<file path="src/include/diag_record_regs.svh">
// diag_record_regs.svh: offsets, bit positions and codes of the record
// assumes: included by bare name from design and bench files
`ifndef DIAG_RECORD_REGS_SVH
`define DIAG_RECORD_REGS_SVH

// byte offsets of the basic record
`define DIAG_OFS_FAULT_CLASS     4'h0
`define DIAG_OFS_MODULE_CLASS    4'h1
`define DIAG_OFS_INT_SUPPLY      4'h2
`define DIAG_OFS_LOST_IRQ        4'h3
// extended record length in bytes
`define DIAG_EXT_LEN             5'h10
// byte 0 field positions
`define DIAG_B0_MODULE_FAIL      0
`define DIAG_B0_INTERNAL_ERR     1
`define DIAG_B0_EXTERNAL_ERR     2
`define DIAG_B0_CHANNEL_ERR      3
`define DIAG_B0_EXT_SUPPLY       4
// byte 1 field positions
`define DIAG_B1_CHAN_INFO        4
// byte 2 field position
`define DIAG_B2_INT_SUPPLY       4
// byte 3 field position
`define DIAG_B3_LOST_IRQ         6
// module class codes
`define DIAG_CLASS_DIGITAL       4'hf
`define DIAG_CLASS_FUNCTION      4'h8
// reset value of every record byte
`define DIAG_BYTE_RESET          8'h00

`endif
</file>
<file path="src/include/diag_record_pkg.sv">
// diag_record_pkg.sv: types shared by the diagnostic record builder
// assumes: nothing beyond a SystemVerilog compiler
package diag_record_pkg;

  // sequencing states of the record builder, one-hot
  typedef enum logic [2:0] {
    ST_IDLE   = 3'b001,
    ST_ACTIVE = 3'b010,
    ST_WAIT   = 3'b100
  } diag_state_e;

  // operating modes; the basic record is identical in all of them
  typedef enum logic [1:0] {
    MODE_ALARM = 2'h0,
    MODE_COUNT = 2'h1,
    MODE_FREQ  = 2'h2,
    MODE_PWM   = 2'h3
  } diag_mode_e;

endpackage

</file>
<file path="src/hdl/diag_byte_latch.sv">
// diag_byte_latch.sv: one snapshot byte of the diagnostic record
// assumes: single clock, async active-low reset, load is a pulse
`timescale 1ns/1ps
`default_nettype none
`include "diag_record_regs.svh"

module diag_byte_latch #(
  parameter int WIDTH = 8
) (
  input  wire logic             ref_clk_i,  // system clock
  input  wire logic             rst_n_i,    // async reset, active low
  input  wire logic             load_i,     // capture strobe
  input  wire logic [WIDTH-1:0] d_i,        // value to capture
  output logic      [WIDTH-1:0] q_o         // held value
);

  // hold the byte until the next capture
  always_ff @(posedge ref_clk_i or negedge rst_n_i) begin
    if (!rst_n_i) begin
      q_o <= WIDTH'(`DIAG_BYTE_RESET);
    end else if (load_i) begin
      q_o <= d_i;
    end
  end

endmodule
`default_nettype wire

</file>
<file path="src/hdl/diag_record_builder.sv">
// diag_record_builder.sv: builds and holds the diagnostic record
// assumes: fault inputs are synchronous levels; software reads bytes
// through a byte-wide read port and acknowledges handler exit
//
// What this block does
// - every handler call logs cause and module address
// - basic record ready when handler entered
// - interrupt disabled still keeps latest event
// - byte0 bit0 module failure from listed causes
// - byte0 bit1 internal error on supply, short
// - byte0 bit2 external error, bits 7:5 zero
// - byte0 bit3 flags channel error
// - byte0 bit4 flags missing external supply
// - byte1 low nibble holds module class code
// - byte1 bit4 channel info, bits 7:5 zero
// - byte2 bit4 missing internal supply only
// - incoming byte3 bit6 lost process interrupt
// - outgoing message if still enabled, byte3 zero
// - same basic layout in every mode
// - extended record readable through read service
// - extended record is basic plus twelve bytes
`timescale 1ns/1ps
`default_nettype none
`include "diag_record_regs.svh"

module diag_record_builder
  import diag_record_pkg::*;
#(
  parameter int ADDR_W = 16,  // module address width
  parameter int EXT_W  = 96   // module-specific extended data bits
) (
  input  wire logic              ref_clk_i,         // 20 mhz clock
  input  wire logic              rst_n_i,           // async reset
  input  wire logic              diag_enable_i,     // interrupt release
  input  wire logic              function_module_i, // 1: counter/freq
  input  wire logic [1:0]        mode_i,            // operating mode
  input  wire logic [ADDR_W-1:0] module_addr_i,     // base address
  input  wire logic              irq_lost_i,        // process irq lost
  input  wire logic              supply_miss_i,     // di/do supply gone
  input  wire logic              short_ovl_i,       // output short
  input  wire logic              external_err_i,    // external error
  input  wire logic              channel_err_i,     // channel error
  input  wire logic              ext_supply_miss_i, // external supply
  input  wire logic [EXT_W-1:0]  ext_data_i,        // bytes 4..15
  input  wire logic              handler_done_i,    // handler exit
  input  wire logic [3:0]        rd_addr_i,         // record byte index
  output logic      [7:0]        rd_data_o,         // record byte
  output logic                   diag_irq_o,        // handler request
  output logic                   diag_outgoing_o,   // 1: outgoing call
  output logic      [31:0]       local_dword_o,     // basic record
  output logic                   log_valid_o,       // buffer entry pulse
  output logic      [7:0]        log_cause_o,       // entry cause
  output logic      [ADDR_W-1:0] log_addr_o         // entry address
);

  // any fault condition present
  logic              fault_any;
  // next byte values built from the live fault inputs
  logic [7:0]        b0_d;
  logic [7:0]        b1_d;
  logic [7:0]        b2_d;
  logic [7:0]        b3_d;
  // snapshot strobe and held bytes
  logic              capture;
  logic [7:0]        b0_q;
  logic [7:0]        b1_q;
  logic [7:0]        b2_q;
  logic [7:0]        b3_q;
  logic [EXT_W-1:0]  ext_q;      // held extended data
  // sequencing
  diag_state_e       state_q;
  diag_state_e       state_d;
  logic              fault_q;    // fault seen at last snapshot
  logic              evt_in;     // incoming event this cycle
  logic              evt_out;    // outgoing event this cycle
  logic              outgoing_d; // kind of event being captured
  // unused mode input, layout is the same for all modes
  diag_mode_e        mode;

  assign mode = diag_mode_e'(mode_i);

  assign fault_any = irq_lost_i | supply_miss_i | short_ovl_i |
                     external_err_i | channel_err_i | ext_supply_miss_i;

  // byte 0: fault class flags
  always_comb begin
    b0_d = 8'h00;
    b0_d[`DIAG_B0_MODULE_FAIL]  = irq_lost_i | supply_miss_i |
                                  short_ovl_i;
    b0_d[`DIAG_B0_INTERNAL_ERR] = supply_miss_i | short_ovl_i;
    b0_d[`DIAG_B0_EXTERNAL_ERR] = external_err_i;
    b0_d[`DIAG_B0_CHANNEL_ERR]  = channel_err_i;
    b0_d[`DIAG_B0_EXT_SUPPLY]   = ext_supply_miss_i;
  end

  // byte 1: module class and channel information flag
  always_comb begin
    b1_d = 8'h00;
    b1_d[3:0] = function_module_i ? `DIAG_CLASS_FUNCTION
                                  : `DIAG_CLASS_DIGITAL;
    b1_d[`DIAG_B1_CHAN_INFO] = irq_lost_i | supply_miss_i |
                               short_ovl_i;
  end

  // byte 2: internal supply flag only
  always_comb begin
    b2_d = 8'h00;
    b2_d[`DIAG_B2_INT_SUPPLY] = supply_miss_i;
  end

  // byte 3: lost process interrupt, zero in the outgoing record
  always_comb begin
    b3_d = 8'h00;
    if (!outgoing_d) begin
      b3_d[`DIAG_B3_LOST_IRQ] = irq_lost_i;
    end
  end

  // event detection: a fault appears or the last fault clears; only
  // while idle, so a change in the wait cycle cannot split the record
  assign evt_in  = fault_any & ~fault_q & (state_q == ST_IDLE);
  assign evt_out = ~fault_any & fault_q & (state_q == ST_IDLE);
  assign outgoing_d = evt_out;
  // capture on every event even with the interrupt released off
  assign capture = evt_in | evt_out;

  // all bytes load on the same strobe so they describe one event
  diag_byte_latch #(.WIDTH(8)) u_b0 (
    .ref_clk_i (ref_clk_i),
    .rst_n_i   (rst_n_i),
    .load_i    (capture),
    .d_i       (b0_d),
    .q_o       (b0_q)
  );
  diag_byte_latch #(.WIDTH(8)) u_b1 (
    .ref_clk_i (ref_clk_i),
    .rst_n_i   (rst_n_i),
    .load_i    (capture),
    .d_i       (b1_d),
    .q_o       (b1_q)
  );
  diag_byte_latch #(.WIDTH(8)) u_b2 (
    .ref_clk_i (ref_clk_i),
    .rst_n_i   (rst_n_i),
    .load_i    (capture),
    .d_i       (b2_d),
    .q_o       (b2_q)
  );
  diag_byte_latch #(.WIDTH(8)) u_b3 (
    .ref_clk_i (ref_clk_i),
    .rst_n_i   (rst_n_i),
    .load_i    (capture),
    .d_i       (b3_d),
    .q_o       (b3_q)
  );
  diag_byte_latch #(.WIDTH(EXT_W)) u_ext (
    .ref_clk_i (ref_clk_i),
    .rst_n_i   (rst_n_i),
    .load_i    (capture),
    .d_i       (ext_data_i),
    .q_o       (ext_q)
  );

  // remember fault level at each snapshot
  always_ff @(posedge ref_clk_i or negedge rst_n_i) begin
    if (!rst_n_i) begin
      fault_q <= 1'b0;
    end else if (capture) begin
      fault_q <= evt_in;
    end
  end

  // next state: a released event enters the handler
  always_comb begin
    state_d = state_q;
    case (state_q)
      ST_IDLE: begin
        if (capture && diag_enable_i) begin
          state_d = ST_WAIT;
        end
      end
      ST_WAIT: begin
        state_d = ST_ACTIVE; // record stable, raise request
      end
      ST_ACTIVE: begin
        if (handler_done_i) begin
          state_d = ST_IDLE;
        end
      end
      default: begin
        state_d = ST_IDLE;
      end
    endcase
  end

  // state register
  always_ff @(posedge ref_clk_i or negedge rst_n_i) begin
    if (!rst_n_i) begin
      state_q <= ST_IDLE;
    end else begin
      state_q <= state_d;
    end
  end

  // handler request rises with the record, one cycle after the snapshot
  always_ff @(posedge ref_clk_i or negedge rst_n_i) begin
    if (!rst_n_i) begin
      diag_irq_o      <= 1'b0;
      diag_outgoing_o <= 1'b0;
      local_dword_o   <= 32'h0000_0000;
    end else begin
      diag_irq_o <= (state_d == ST_ACTIVE);
      if (state_q == ST_WAIT) begin
        local_dword_o   <= {b3_q, b2_q, b1_q, b0_q};
        diag_outgoing_o <= ~fault_q;
      end
    end
  end

  // diagnostic buffer entry on each handler call
  always_ff @(posedge ref_clk_i or negedge rst_n_i) begin
    if (!rst_n_i) begin
      log_valid_o <= 1'b0;
      log_cause_o <= 8'h00;
      log_addr_o  <= '0;
    end else begin
      log_valid_o <= (state_q == ST_WAIT);
      if (state_q == ST_WAIT) begin
        log_cause_o <= b0_q;
        log_addr_o  <= module_addr_i;
      end
    end
  end

  // read port: bytes 0..3 basic, 4..15 extended data
  always_ff @(posedge ref_clk_i or negedge rst_n_i) begin
    if (!rst_n_i) begin
      rd_data_o <= 8'h00;
    end else begin
      case (rd_addr_i)
        `DIAG_OFS_FAULT_CLASS:  rd_data_o <= b0_q;
        `DIAG_OFS_MODULE_CLASS: rd_data_o <= b1_q;
        `DIAG_OFS_INT_SUPPLY:   rd_data_o <= b2_q;
        `DIAG_OFS_LOST_IRQ:     rd_data_o <= b3_q;
        default: begin
          rd_data_o <= ext_q[(32'(rd_addr_i) - 4) * 8 +: 8];
        end
      endcase
    end
  end

endmodule
`default_nettype wire

</file>
<file path="config.mk">
export PLATFORM = sky130hd
export DESIGN_NAME = diag_record_builder
export DESIGN_NICKNAME = d
export VERILOG_FILES = /design/src/include/diag_record_pkg.sv /design/src/hdl/diag_byte_latch.sv /design/src/hdl/diag_record_builder.sv
export VERILOG_INCLUDE_DIRS = /design/src /design/src/include
export SDC_FILE = /design/constraint.sdc
export NUM_CORES = 1
export LEC_CHECK = 0
export BUFFER_PORTS_ARGS = -buffer_cell sky130_fd_sc_hd__buf_4
export CAP_MARGIN = 20
export CORE_MARGIN = 5
export CORE_UTILIZATION = 45
export CTS_CLUSTER_SIZE = 28
export DETAILED_ROUTE_END_ITERATION = 8
export HOLD_SLACK_MARGIN = 0.1
export PLACE_DENSITY = 0.74
export SKIP_LAST_GASP = 1
export SYNTH_ARGS = -nofsm -noshare
export SYNTH_HDL_FRONTEND = slang
export SYNTH_SLANG_ARGS = --single-unit
</file>
<file path="constraint.sdc">
create_clock -name ref_clk_i -period 2 [get_ports ref_clk_i]
set_clock_uncertainty 0.2 [all_clocks]
set_input_delay 0.4 -clock ref_clk_i [delete_from_list [all_inputs] [get_ports ref_clk_i]]
set_output_delay 0.4 -clock ref_clk_i [all_outputs]
set_load 0.01 [all_outputs]
</file>
== Yosys cells after proc, flatten, opt, wreduce, memory -nomap -nowiden ==
Index checks and enable logic that the tools add are counted.

* Register bits after elaboration: 156
* Output and inout port bits: 67
* Input bits: 129
* Logic and storage cells: 44

* Reduce and logical (&&, ||, !) cells: 2
* Shifts and indexed selects: 1
* Bitwise logic cells: 13
* Add/subtract/negate cells: 1
* Equal/unequal tests: 7
* Muxes and demuxes: 6

{| class="wikitable"
|+ Operator list
! kind !! number
|-
| $shiftx A96 B33 Y8 || 1
|-
| $pmux W8 S4 || 1
|-
| $mux W3 || 3
|-
| $pmux W3 S3 || 1
|-
| $eq A4 B2 Y1 const B || 2
|-
| $or A1 B1 Y1 || 7
|-
| $eq A3 B2 Y1 const B || 2
|-
| $sub A4 B3 Y5 const B || 1
|-
| $and A1 B1 Y1 || 4
|-
| $eq A4 B1 Y1 const B || 1
|-
| $logic_not A4 Y1 || 1
|-
| $eq A3 B1 Y1 const B || 1
|-
| $eq A3 B3 Y1 const B || 1
|-
| $not A1 Y1 || 2
|-
| $logic_and A1 B1 Y1 || 1
|-
| $mux W1 || 1
|}

== Depth between registers and ports, before layout ==
Gate-level depths: netlist (run 1).

* Depth in word-level cells: 13
* Gate-level depth with buffers: 7
* Depth with buffers taken out: 6

== Modules after synthesis ==
Synthesis (run 1) repeated with hierarchy kept, for this count alone.

* Cell total of the unflattened synthesis: 546
* Area total of the unflattened synthesis: 8582.0 µm²

{| class="wikitable"
|+ Modules (own cells, without submodules)
! module !! times used !! area an instance (µm²) !! cells each !! sequential area each (µm²)
|-
| diag_byte_latch at u_ext || 1 || 3764.9 || 203 || 2402.3
|-
| diag_record_builder || 1 || 3490.8 || 275 || 1577.8
|-
| diag_byte_latch at u_b0 ... || 4 || 331.6 || 17 || 200.2
|}

== Worst setup path after synthesis (run 1) ==
No wires, ideal clock.

* Kind: input -> register
* From: input port external_err_i
* To: register u_ext.q_o[12]
* Library setup time: 125 ps
* Buffers on the path: 3
* Stages: 7
* Data required time: 1675 ps
* Slack: -197 ps
* Arrival: 1872 ps
* Path through: or3_1 -> o21ai_0 -> and3b_1 -> buf_6 -> buf_8 -> buf_8 -> mux2_4

* Cells in the longest elaborated chain, start to end: 7
* Elaborated cells on any way between the ends: 9
* Classes of those cells: 9 x bitwise

{| class="wikitable"
|+ Ends and longest elaborated chain
! item !! RTL line !! source
|-
| from (decl) || diag_record_builder.sv:41 || <nowiki>input wire logic external_err_i,</nowiki>
|-
| $or A1 B1 Y1 * || diag_record_builder.sv:82 || <nowiki>assign fault_any = irq_lost_i | supply_miss_i | short_ovl_i |</nowiki>
|-
| $or A1 B1 Y1 * (2 in series) || diag_record_builder.sv:83 || <nowiki>external_err_i | channel_err_i | ext_supply_miss_i;</nowiki>
|-
| $not A1 Y1 || diag_record_builder.sv:122 || <nowiki>assign evt_out = ~fault_any & fault_q & (state_q == ST_IDLE);</nowiki>
|-
| $and A1 B1 Y1 (2 in series) || diag_record_builder.sv:122 ||
|-
| $or A1 B1 Y1 * || diag_record_builder.sv:125 || <nowiki>assign capture = evt_in | evt_out;</nowiki>
|-
| to (signal assigned) || diag_byte_latch.sv:20 || <nowiki>q_o <= WIDTH'(`DIAG_BYTE_RESET);</nowiki>
|-
| to (signal assigned) || diag_byte_latch.sv:22 || <nowiki>q_o <= d_i;</nowiki>
|-
| to (decl) || diag_byte_latch.sv:14 || <nowiki>output logic [WIDTH-1:0] q_o</nowiki>
|}

Every way passes the cells marked *; elsewhere a longest branch is shown, timed or not.
A chain may end at the register's enable or synchronous reset.

== Final worst setup path (run 1) ==
* From: register state_q[0]
* To: register u_ext.q_o[80]

* Cells in the longest elaborated chain, start to end: 3
* Elaborated cells on any way between the ends: 4
* Classes of those cells: 1 x eq/ne; 3 x bitwise

{| class="wikitable"
|+ Ends and longest elaborated chain
! item !! RTL line !! source
|-
| from (decl) || diag_record_builder.sv:71 || <nowiki>diag_state_e state_q;</nowiki>
|-
| from (signal assigned) || diag_record_builder.sv:201 || <nowiki>state_q <= state_d;</nowiki>
|-
| $eq A3 B1 Y1 * || diag_record_builder.sv:121, diag_record_builder.sv:122 ||
|-
| $and A1 B1 Y1 (on tied branches) || diag_record_builder.sv:121, diag_record_builder.sv:122 ||
|-
| $or A1 B1 Y1 * || diag_record_builder.sv:125 ||
|}

Marked as above.

==> results of run 1 <==
logic make-up (layout without fill, tap and decap cells):
family                     Yosys count  after routing  share of synthesized area
other                                1             24                   0.000564
DFF                                145            145                      0.546
AOI/OAI and AO/OA                   25             25                     0.0250
adders and majority gates            2              2                    0.00376
muxes                              155            155                      0.326
and+or+nand+nor                     40             40                     0.0329
buffers and inverters               59            366                     0.0653
power groups by stage:
| stage | clock network [mW] | logic [mW] | registers (mW) |
|---|---|---|---|
| after global routing | 3.30 | 2.01 | 4.02 |
| final | 3.08 | 1.86 | 3.94 |
| after floorplan | 0 | 1.12 | 3.85 |
| after CTS | 3.16 | 1.86 | 3.93 |
| after global placement | 0 | 1.60 | 3.93 |
| after detailed placement | 0 | 1.66 | 3.97 |
what timing repair did:
| action | 4_1_cts | 5_1_grt |
|---|---|---|
| pin swaps | 1 | 1 |
| hold endpoints to repair | 166 | 0 |
| hold buffers | 119 | 0 |
| buffers inserted | 0 | 2 |
| gates resized for setup | 1 | 4 |
| cloned | 0 | 3 |
| endpoints found under the setup margin | 27 | 93 |
cell usage after synthesis (2+ instances only):
cell       count
a21oi_1        5
a22oi_1       11
and2_1         2
and3_1         2
buf_2          5
buf_4         36
buf_6          2
buf_8          5
clkbuf_1       5
dfrtp_1      144
ha_1           2
inv_1          5
mux2_2        83
mux2_4        45
mux2i_1        4
mux4_2        23
nand2_1       11
nand3_1        3
nand3b_1       2
nor2_1         7
nor2b_1        3
o21ai_0        5
o2bb2ai_1      2
metrics by stage:
stage,cells,hold WS (ps)
floorplan,449,-95.6
CTS,935,127
finish,941,150
global placement,784,199
detailed placement,784,206
global route,941,139
metal layers:
layer / global-route usage / routed length, µm
met1: 0.244 / 7060
met4: 0.0811 / 480
met2: 0.359 / 9160
met5: 0 / 0
met3: 0.0650 / 1320
worst max path at each step:
stage | startpoint | end | slack [ps] | cells past startpoint
after detailed placement | external_err_i | u_ext.q_o[63]$_DFFE_PN0N_ | -370 | 6
after CTS | state_q[0]$_DFF_PN1_ | u_ext.q_o[7]$_DFFE_PN0N_ | -20 | 4
final | state_q[0]$_DFF_PN1_ | u_ext.q_o[80]$_DFFE_PN0N_ | 3 | 5
after floorplan | external_err_i | u_ext.q_o[12]$_DFFE_PN0N_ | -130 | 7
after global routing | state_q[0]$_DFF_PN1_ | u_ext.q_o[80]$_DFFE_PN0N_ | -40 | 5
after global placement | external_err_i | u_ext.q_o[63]$_DFFE_PN0N_ | -350 | 6
placed cells by master, fill, tap and decap left out, types with 3 or more instances in the layout:
cell and count:
a21oi_1 5, a22oi_1 11, buf_12 9, buf_4 194, clkbuf_1 5, clkbuf_16 20, clkbuf_8 7, conb_1 23
dfrtp_1 144, dlygate4sd3_1 119, inv_1 5, mux2_2 83, mux2_4 45, mux2i_1 4, mux4_2 23, nand2_1 11
nand3_1 3, nor2_1 6, nor2b_1 3, o21ai_0 4
flip-flops by register name, summed over array words and instances, names as in the netlist, 2 cells and up:
signal	count
u_b1.q_o	2
local_dword_o	5
log_addr_o	16
rd_data_o	8
state_q	3
log_cause_o	4
u_b0.q_o	5
u_ext.q_o	96
tightest hold or removal path: cells and delay by family:
family	cells	cell delay [ps]
buffers and inverters	2	200
multiplexers	1	130
final cells by class:
class / instances / area [µm²] / share of cell area
diodes: 1 / 2.50 / 0.000247
clock buffers: 29 / 541 / 0.0533
clock inverters: 3 / 42.5 / 0.00420
inverters: 5 / 18.8 / 0.00185
multi-input cells: 245 / 2690 / 0.265
flip-flops and latches: 145 / 3630 / 0.358
well taps: 184 / 230 / 0.0227
repair buffers: 329 / 2980 / 0.294
==> impl_metrics.json, run 1 <==
{
  "reg2reg_to": "u_ext.q_o[80]$_DFFE_PN0N_",
  "core_area_um2": 14500,
  "sort_of_element_at_the_end_of_the_critical_path": "register",
  "grt_usage": 0.209,
  "timing.critical_path.slowest_stage_cell": "dfstp_2",
  "number_of_levels_in_the_clock_h_tree": 4,
  "finish_stage_setup_viols": 0,
  "yosysSeqAreaShare": 0.546,
  "seqPwrFrac": 0.443,
  "design_power_total_mw": 8.89,
  "netlist.area_leader.share": 0.542,
  "dieWidth_um": 132,
  "finalSetupTns_ps": 0,
  "syn_to_final_growth_pct": 52.6,
  "timing.slew.headroom": 0.646,
  "min-delay-path-class": "primary input to register",
  "fill_cells": 964,
  "total_via_count_in_the_routed_design": 4674,
  "syn_inst": 427,
  "fp-row-count": 44,
  "yosysUniqueCellTypes": 38,
  "synthesis.area_um2": 6650,
  "drc_errors": 0,
  "first_pass_iters": 4,
  "io_pins": 196,
  "worstSetupStartpointType": "register",
  "detail_route.iter0.violations": 176,
  "clock_latency_ps": 420,
  "path_clk_slew_ps": 60,
  "share_clk_of_total_power": 0.347,
  "die_area_um2": 17300,
  "via_count_of_the_first_global_routing_pass": 5338,
  "starting_density_of_the_core": 0.457,
  "synthDominantAreaCellType": "dfrtp_1",
  "grt_start_max_net_pins": 55,
  "clockRootBuffer": "clkbuf_16",
  "crit_path_frequent_cell": "buf_12",
  "dominantRegCellSynth": "dfrtp_1",
  "cts_buffer_depth": 2,
  "total_of_flip_flops_plus_latches_after_synthesis": 145,
  "depth_of_the_worst_register_to_register_path": 5,
  "power.switching_fraction": 0.237,
  "power.net_switching_mw": 2.10,
  "tritoncts_num_sinks": 145,
  "finalWirelength_um": 18000,
  "slowest_delay_ps": 530,
  "worst_setup_slack_after_layout_ps": 3.11,
  "path_max_fanout": 21,
  "max_cap_viol_count": 0,
  "dpl.hpwl_um": 11500,
  "vias_per_cell": 4.97,
  "crit_chain": "nor3b_4, and3b_4, buf_12, buf_12, mux2_2",
  "worst_path_buffer_plus_inverter_count": 2,
  "worst_ep_required_time_ps": 2100,
  "flop2flop_setup_slack_ps": 3,
  "final_antenna_net_count": 0,
  "grt_remaining_overflow": 0,
  "grt_antenna_before_repair": 1,
  "gp_routability_congestion": 0.824,
  "maxSlewViolCount": 0,
  "tightest_slew_ps": 531,
  "holdPathEnd": "u_b2.q_o[4]$_DFFE_PN0N_",
  "buffer_ports.inserted": 170,
  "rr_startpoint": "state_q[0]$_DFF_PN1_",
  "power_density_nw_per_um2": 877,
  "final_period_util": 0.998,
  "fin_nets": 874,
  "final_hold_viol_count": 0,
  "post-route-cell-area_um2": 10100,
  "min_from": "supply_miss_i",
  "crit_type": "register to register",
  "status": "completed",
  "maxClockFrequency_ghz": 0.501,
  "synth.avg_cell_area_um2": 15.6,
  "die_h_um": 132,
  "hold_depth": 3,
  "critical_path.top_delay_family": "flip-flops",
  "synth_edf_count": 0,
  "comb_power_share": 0.210,
  "ir_drop_uv": 546,
  "dominant_cells_by_area_after_synthesis": "dfrtp_1 (54%), mux2_2 (14%), mux2_4 (10%)",
  "global_route_wire_length_before_repair_um": 28600,
  "layout-drive-gt1-share": 0.526,
  "async_reset_ff_frac": 1.00,
  "routed_wire_length_per_instance_um": 19.1,
  "leakage_nw": 4.82,
  "setup_repair_after_global_routing_missed_its_margin": "yes",
  "cts_tree": "built",
  "pre_cts_setup_slack_ps": -367,
  "critPathArrivalTime_ps": 2100,
  "placedInstanceArea_um2": 8220,
  "period_needed_ps": 2000,
  "p_int_mw": 6.79,
  "synth-warning-count": 0,
  "fin_util": 0.698,
  "number_of_clock_buffers_inserted_by_tritoncts": 17
}
No activity file was read; power rests on OpenSTA's default activity.
==> inputs of run 2 (changes only) <==
- MAX_ROUTING_LAYER: unset -> met4
==> impl_metrics.json, run 2 (synthesized netlist as in run 1, its figures left out) <==
{
  "number_of_placed_cells_counting_well_taps": 784,
  "period_needed_ps": 1990,
  "maxSlewViolCount": 0,
  "global_route_wire_length_before_repair_um": 28600,
  "syn_to_final_growth_pct": 52.6,
  "maxClockFrequency_ghz": 0.502,
  "io_pins": 196,
  "dieWidth_um": 132,
  "design_power_total_mw": 8.90,
  "power_density_nw_per_um2": 878,
  "path_clk_slew_ps": 50,
  "status": "completed",
  "layout-drive-gt1-share": 0.526,
  "cts_tree": "built",
  "instances_no_fill": 941,
  "clockRootBuffer": "clkbuf_16",
  "grt_usage": 0.215,
  "fp-row-count": 44,
  "pre_cts_setup_slack_ps": -367,
  "die_area_um2": 17300,
  "finalSetupTns_ps": 0,
  "routed_wire_length_per_instance_um": 19.3,
  "timing.hold.ws_ps": 147,
  "fill_cells": 963,
  "ir_drop_uv": 549,
  "cts_buffer_depth": 2,
  "area_of_combinational_cells_with_multiple_inputs_um2": 2690,
  "setup_repair_after_global_routing_missed_its_margin": "yes",
  "clock_latency_ps": 420,
  "hold_depth": 3,
  "grt_start_max_net_pins": 55,
  "timing.slew.headroom": 0.630,
  "dpl.hpwl_um": 11500,
  "max_cap_viol_count": 0,
  "number_of_levels_in_the_clock_h_tree": 4,
  "drc_errors": 0,
  "worst_ep_required_time_ps": 2100,
  "first_pass_iters": 4,
  "most-common-layout-cells": "buf_4 (194), dfrtp_1 (144), dlygate4sd3_1 (119)",
  "tritoncts_num_sinks": 145,
  "final_antenna_net_count": 0,
  "number_of_clock_buffers_inserted_by_tritoncts": 17,
  "core_area_um2": 14500,
  "depth_of_the_worst_register_to_register_path": 5,
  "starting_density_of_the_core": 0.457,
  "finish_stage_setup_viols": 0,
  "total_via_count_in_the_routed_design": 4675,
  "via_count_of_the_first_global_routing_pass": 5347,
  "final_hold_viol_count": 0,
  "path_max_fanout": 21,
  "grt_remaining_overflow": 0,
  "leakage_nw": 4.82,
  "fin_util": 0.698,
  "sort_of_element_at_the_end_of_the_critical_path": "register",
  "final_period_util": 0.996,
  "vias_per_cell": 4.97,
  "reg.largest.list": "u_ext.q_o x96, log_addr_o x16, rd_data_o x8",
  "worst_setup_slack_after_layout_ps": 7.15,
  "die_h_um": 132,
  "gp_routability_congestion": 0.837,
  "min-delay-path-class": "primary input to register",
  "grt_antenna_before_repair": 1,
  "placedInstanceArea_um2": 8220,
  "finalWirelength_um": 18200,
  "largest_register_ff_count": 96,
  "detail_route.iter0.violations": 165,
  "post-route-cell-area_um2": 10100,
  "top_register": "u_ext.q_o",
  "critPathArrivalTime_ps": 2090,
  "seqCellArea_um2": 3630,
  "fin_nets": 874,
  "tightest_slew_ps": 555,
  "crit_type": "register to register",
  "buffer_ports.inserted": 170,
  "layout.cells.most_common": "buf_4",
  "worstSetupStartpointType": "register"
}
[run 2: final cells by class]
type / instances / area share
antenna: 1 / 0.000247
clock inverter: 3 / 0.00420
timing repair buffer: 329 / 0.294
tap: 184 / 0.0227
clock buffer: 29 / 0.0533
multi-input combinational: 245 / 0.265
sequential: 145 / 0.358
inverter: 5 / 0.00185
[run 2: worst paths after layout]
kind,startpoint,endpoint,slack (ps)
worst max-delay path,state_q[0]$_DFF_PN1_,u_ext.q_o[66]$_DFFE_PN0N_,7
worst min-delay path,supply_miss_i,u_b2.q_o[4]$_DFFE_PN0N_,150
worst max register to register,state_q[0]$_DFF_PN1_,u_ext.q_o[66]$_DFFE_PN0N_,7
worst min register to register,u_ext.q_o[74]$_DFFE_PN0N_,u_ext.q_o[74]$_DFFE_PN0N_,300
max in group asynchronous,rst_n_i,u_ext.q_o[46]$_DFFE_PN0N_,670
min in group asynchronous,rst_n_i,u_ext.q_o[95]$_DFFE_PN0N_,320
[run 2: power by group]
part | internal, mW | switching, mW
combinational | 1.27 | 0.597
clock | 1.94 | 1.14
sequential | 3.57 | 0.371
[run 2: timing repair]
| action | 4_1_cts | 5_1_grt |
|---|---|---|
| pin swaps | 1 | 1 |
| cloned | 0 | 3 |
| buffers inserted | 0 | 2 |
| endpoints found under the setup margin | 27 | 93 |
| hold buffers | 119 | 0 |
| endpoints found under the hold margin | 166 | 0 |
| gates resized for setup | 1 | 4 |
[run 2: worst max-delay path, cell delays in order, from the launching register on]
cell and delay, ps:
dfstp_2 530, nor3b_4 210, and3b_4 260, buf_12 140, buf_12 170, mux2_2 350
[run 2: layer usage]
metal  vias to the layer above  global-route usage  share of wire
li1                       2129                   -              -
met2                       182               0.360           0.51
met5                         -                   -              0
met1                      2326               0.247           0.40
met4                         0              0.0811          0.029
met3                        38              0.0600          0.061
==> inputs of run 3 (changes only) <==
- CORE_ASPECT_RATIO: unset -> 1.2
==> impl_metrics.json, run 3 (synthesized netlist as in run 1, its figures left out) <==
{
  "status": "finished, violations left",
  "violations": "setup timing",
  "sort_of_element_at_the_end_of_the_critical_path": "register",
  "grt_usage": 0.213,
  "syn_to_final_growth_pct": 57.5,
  "power.switching_fraction": 0.253,
  "finalWirelength_um": 19000,
  "maxClockFrequency_ghz": 0.483,
  "reg2reg_to": "u_ext.q_o[39]$_DFFE_PN0N_",
  "vias_per_cell": 4.96,
  "comb_power_share": 0.225,
  "worstSetupStartpointType": "register",
  "design_power_total_mw": 8.95,
  "fill_cells": 913,
  "timing.hold.ws_ps": 118,
  "largest_register_ff_count": 96,
  "cts_buffer_depth": 2,
  "setup_repair_after_global_routing_missed_its_margin": "yes",
  "grt_remaining_overflow": 0,
  "critical_path.startpoint": "state_q[0]$_DFF_PN1_",
  "worst_ep_required_time_ps": 2090,
  "first_pass_iters": 4,
  "drc_errors": 0,
  "power_density_nw_per_um2": 855,
  "buffer_ports.inserted": 170,
  "starting_density_of_the_core": 0.459,
  "final_hold_viol_count": 0,
  "detail_route.iter0.violations": 182,
  "cts_tree": "built",
  "finish_stage_setup_viols": 86,
  "seqPwrFrac": 0.443,
  "maxSlewViolCount": 0,
  "layout.cells.most_common": "buf_4",
  "leakage_nw": 4.96,
  "critical_path.top_delay_family": "flip-flops",
  "worst_setup_slack_after_layout_ps": -68.3,
  "number_of_clock_buffers_inserted_by_tritoncts": 17,
  "p_int_mw": 6.69,
  "clock_latency_ps": 410,
  "depth_of_the_worst_register_to_register_path": 6,
  "worst_path_buffer_plus_inverter_count": 3,
  "core_area_um2": 14500,
  "final_antenna_net_count": 0,
  "critical_path_cell_count": 6,
  "slowest_delay_ps": 530,
  "final_period_util": 1.03,
  "fp-row-count": 48,
  "fin_nets": 875,
  "top_register": "u_ext.q_o",
  "period_needed_ps": 2070,
  "dieWidth_um": 121,
  "path_max_fanout": 9,
  "die_h_um": 143,
  "total_via_count_in_the_routed_design": 4750,
  "grt_start_max_net_pins": 82,
  "most-common-layout-cells": "buf_4 (184), dfrtp_1 (144), dlygate4sd3_1 (118)",
  "rr_startpoint": "state_q[0]$_DFF_PN1_",
  "gp_routability_congestion": 0.835,
  "share_clk_of_total_power": 0.332,
  "ir_drop_uv": 496,
  "global_route_wire_length_before_repair_um": 27600,
  "reg.largest.list": "u_ext.q_o x96, log_addr_o x16, rd_data_o x8",
  "layout-drive-gt1-share": 0.534,
  "min-delay-path-class": "primary input to register",
  "crit_type": "register to register",
  "clockRootBuffer": "clkbuf_16",
  "crit_path_frequent_cell": "clkbuf_16",
  "via_count_of_the_first_global_routing_pass": 5165,
  "routed_wire_length_per_instance_um": 19.8,
  "timing.critical_path.slowest_stage_cell": "dfstp_2",
  "crit_chain": "nor3b_2, buf_4, and3b_4, clkbuf_16, clkbuf_16, mux2_4",
  "dpl.hpwl_um": 11100,
  "number_of_levels_in_the_clock_h_tree": 4,
  "io_pins": 196,
  "max_cap_viol_count": 0,
  "grt_antenna_before_repair": 1,
  "path_clk_slew_ps": 60,
  "setup.worst_path.end": "u_ext.q_o[39]$_DFFE_PN0N_",
  "flop2flop_setup_slack_ps": -70,
  "tritoncts_num_sinks": 145,
  "critPathArrivalTime_ps": 2160,
  "power.net_switching_mw": 2.27,
  "die_area_um2": 17300
}
[run 3: cell type report]
type	count	area [µm²]	area share
Sequential cell	145	3630	0.347
Timing Repair Buffer	330	3190	0.305
Multi-Input combinational cell	245	2820	0.269
Clock buffer	22	484	0.0463
Tap cell	200	250	0.0239
Clock inverter	10	75.1	0.00717
Inverter	5	18.8	0.00179
Antenna cell	1	2.50	0.000239
[run 3: worst min path at each step]
| stage | startpoint | endpoint | slack [ps] | cells past startpoint |
|---|---|---|---|---|
| floorplan | rst_n_i | diag_irq_o$_DFF_PN0_ | -100 | 0 |
| global placement | rst_n_i | u_ext.q_o[15]$_DFFE_PN0N_ | 220 | 2 |
| detailed placement | rst_n_i | u_ext.q_o[7]$_DFFE_PN0N_ | 230 | 2 |
| CTS | short_ovl_i | u_b0.q_o[1]$_DFFE_PN0N_ | 100 | 3 |
| global route | short_ovl_i | u_b0.q_o[1]$_DFFE_PN0N_ | 130 | 3 |
| finish | short_ovl_i | u_b0.q_o[1]$_DFFE_PN0N_ | 120 | 3 |
[run 3: metrics by stage]
stage / setup WS, ps / utilization / setup TNS [ps] / cell area, µm² / cells
floorplan: -128 / - / -7070 / 6740 / 449
finish: -68.3 / 0.723 / -3180 / 10500 / 958
global route: -123 / 0.723 / -8760 / 10500 / 958
CTS: -78.3 / 0.696 / -2470 / 10100 / 945
detailed placement: -389 / 0.563 / -32590 / 8140 / 787
global placement: -346 / 0.563 / -29490 / 8140 / 787
[run 3: what timing repair did]
item | 4_1_cts | 5_1_grt
hold buffers | 118 | 0
endpoints found under the hold margin | 263 | 0
gates cloned | 4 | 11
resized for setup | 5 | 37
setup buffers | 4 | 1
setup endpoints to repair | 76 | 99
[run 3: metal layers]
layer / up-vias / share of wire / track usage
li1: 2125 / - / -
met4: 0 / 0.022 / 0.0603
met2: 181 / 0.53 / 0.376
met3: 28 / 0.058 / 0.0424
met5: - / 0 / -
met1: 2416 / 0.39 / 0.248
[run 3: worst min-delay path, cell delays in order]
cell     delay [ps]
buf_4            80
nor2_1           40
mux2i_1         150
[run 3: power groups by stage]
stage	Sequential [mW]	Combinational, mW	Clock (mW)
after detailed placement	3.98	1.64	0
after global placement	3.93	1.60	0
after CTS	3.93	1.86	3.04
after global routing	4.04	2.15	3.15
final	3.96	2.01	2.98
after floorplan	3.85	1.12	0
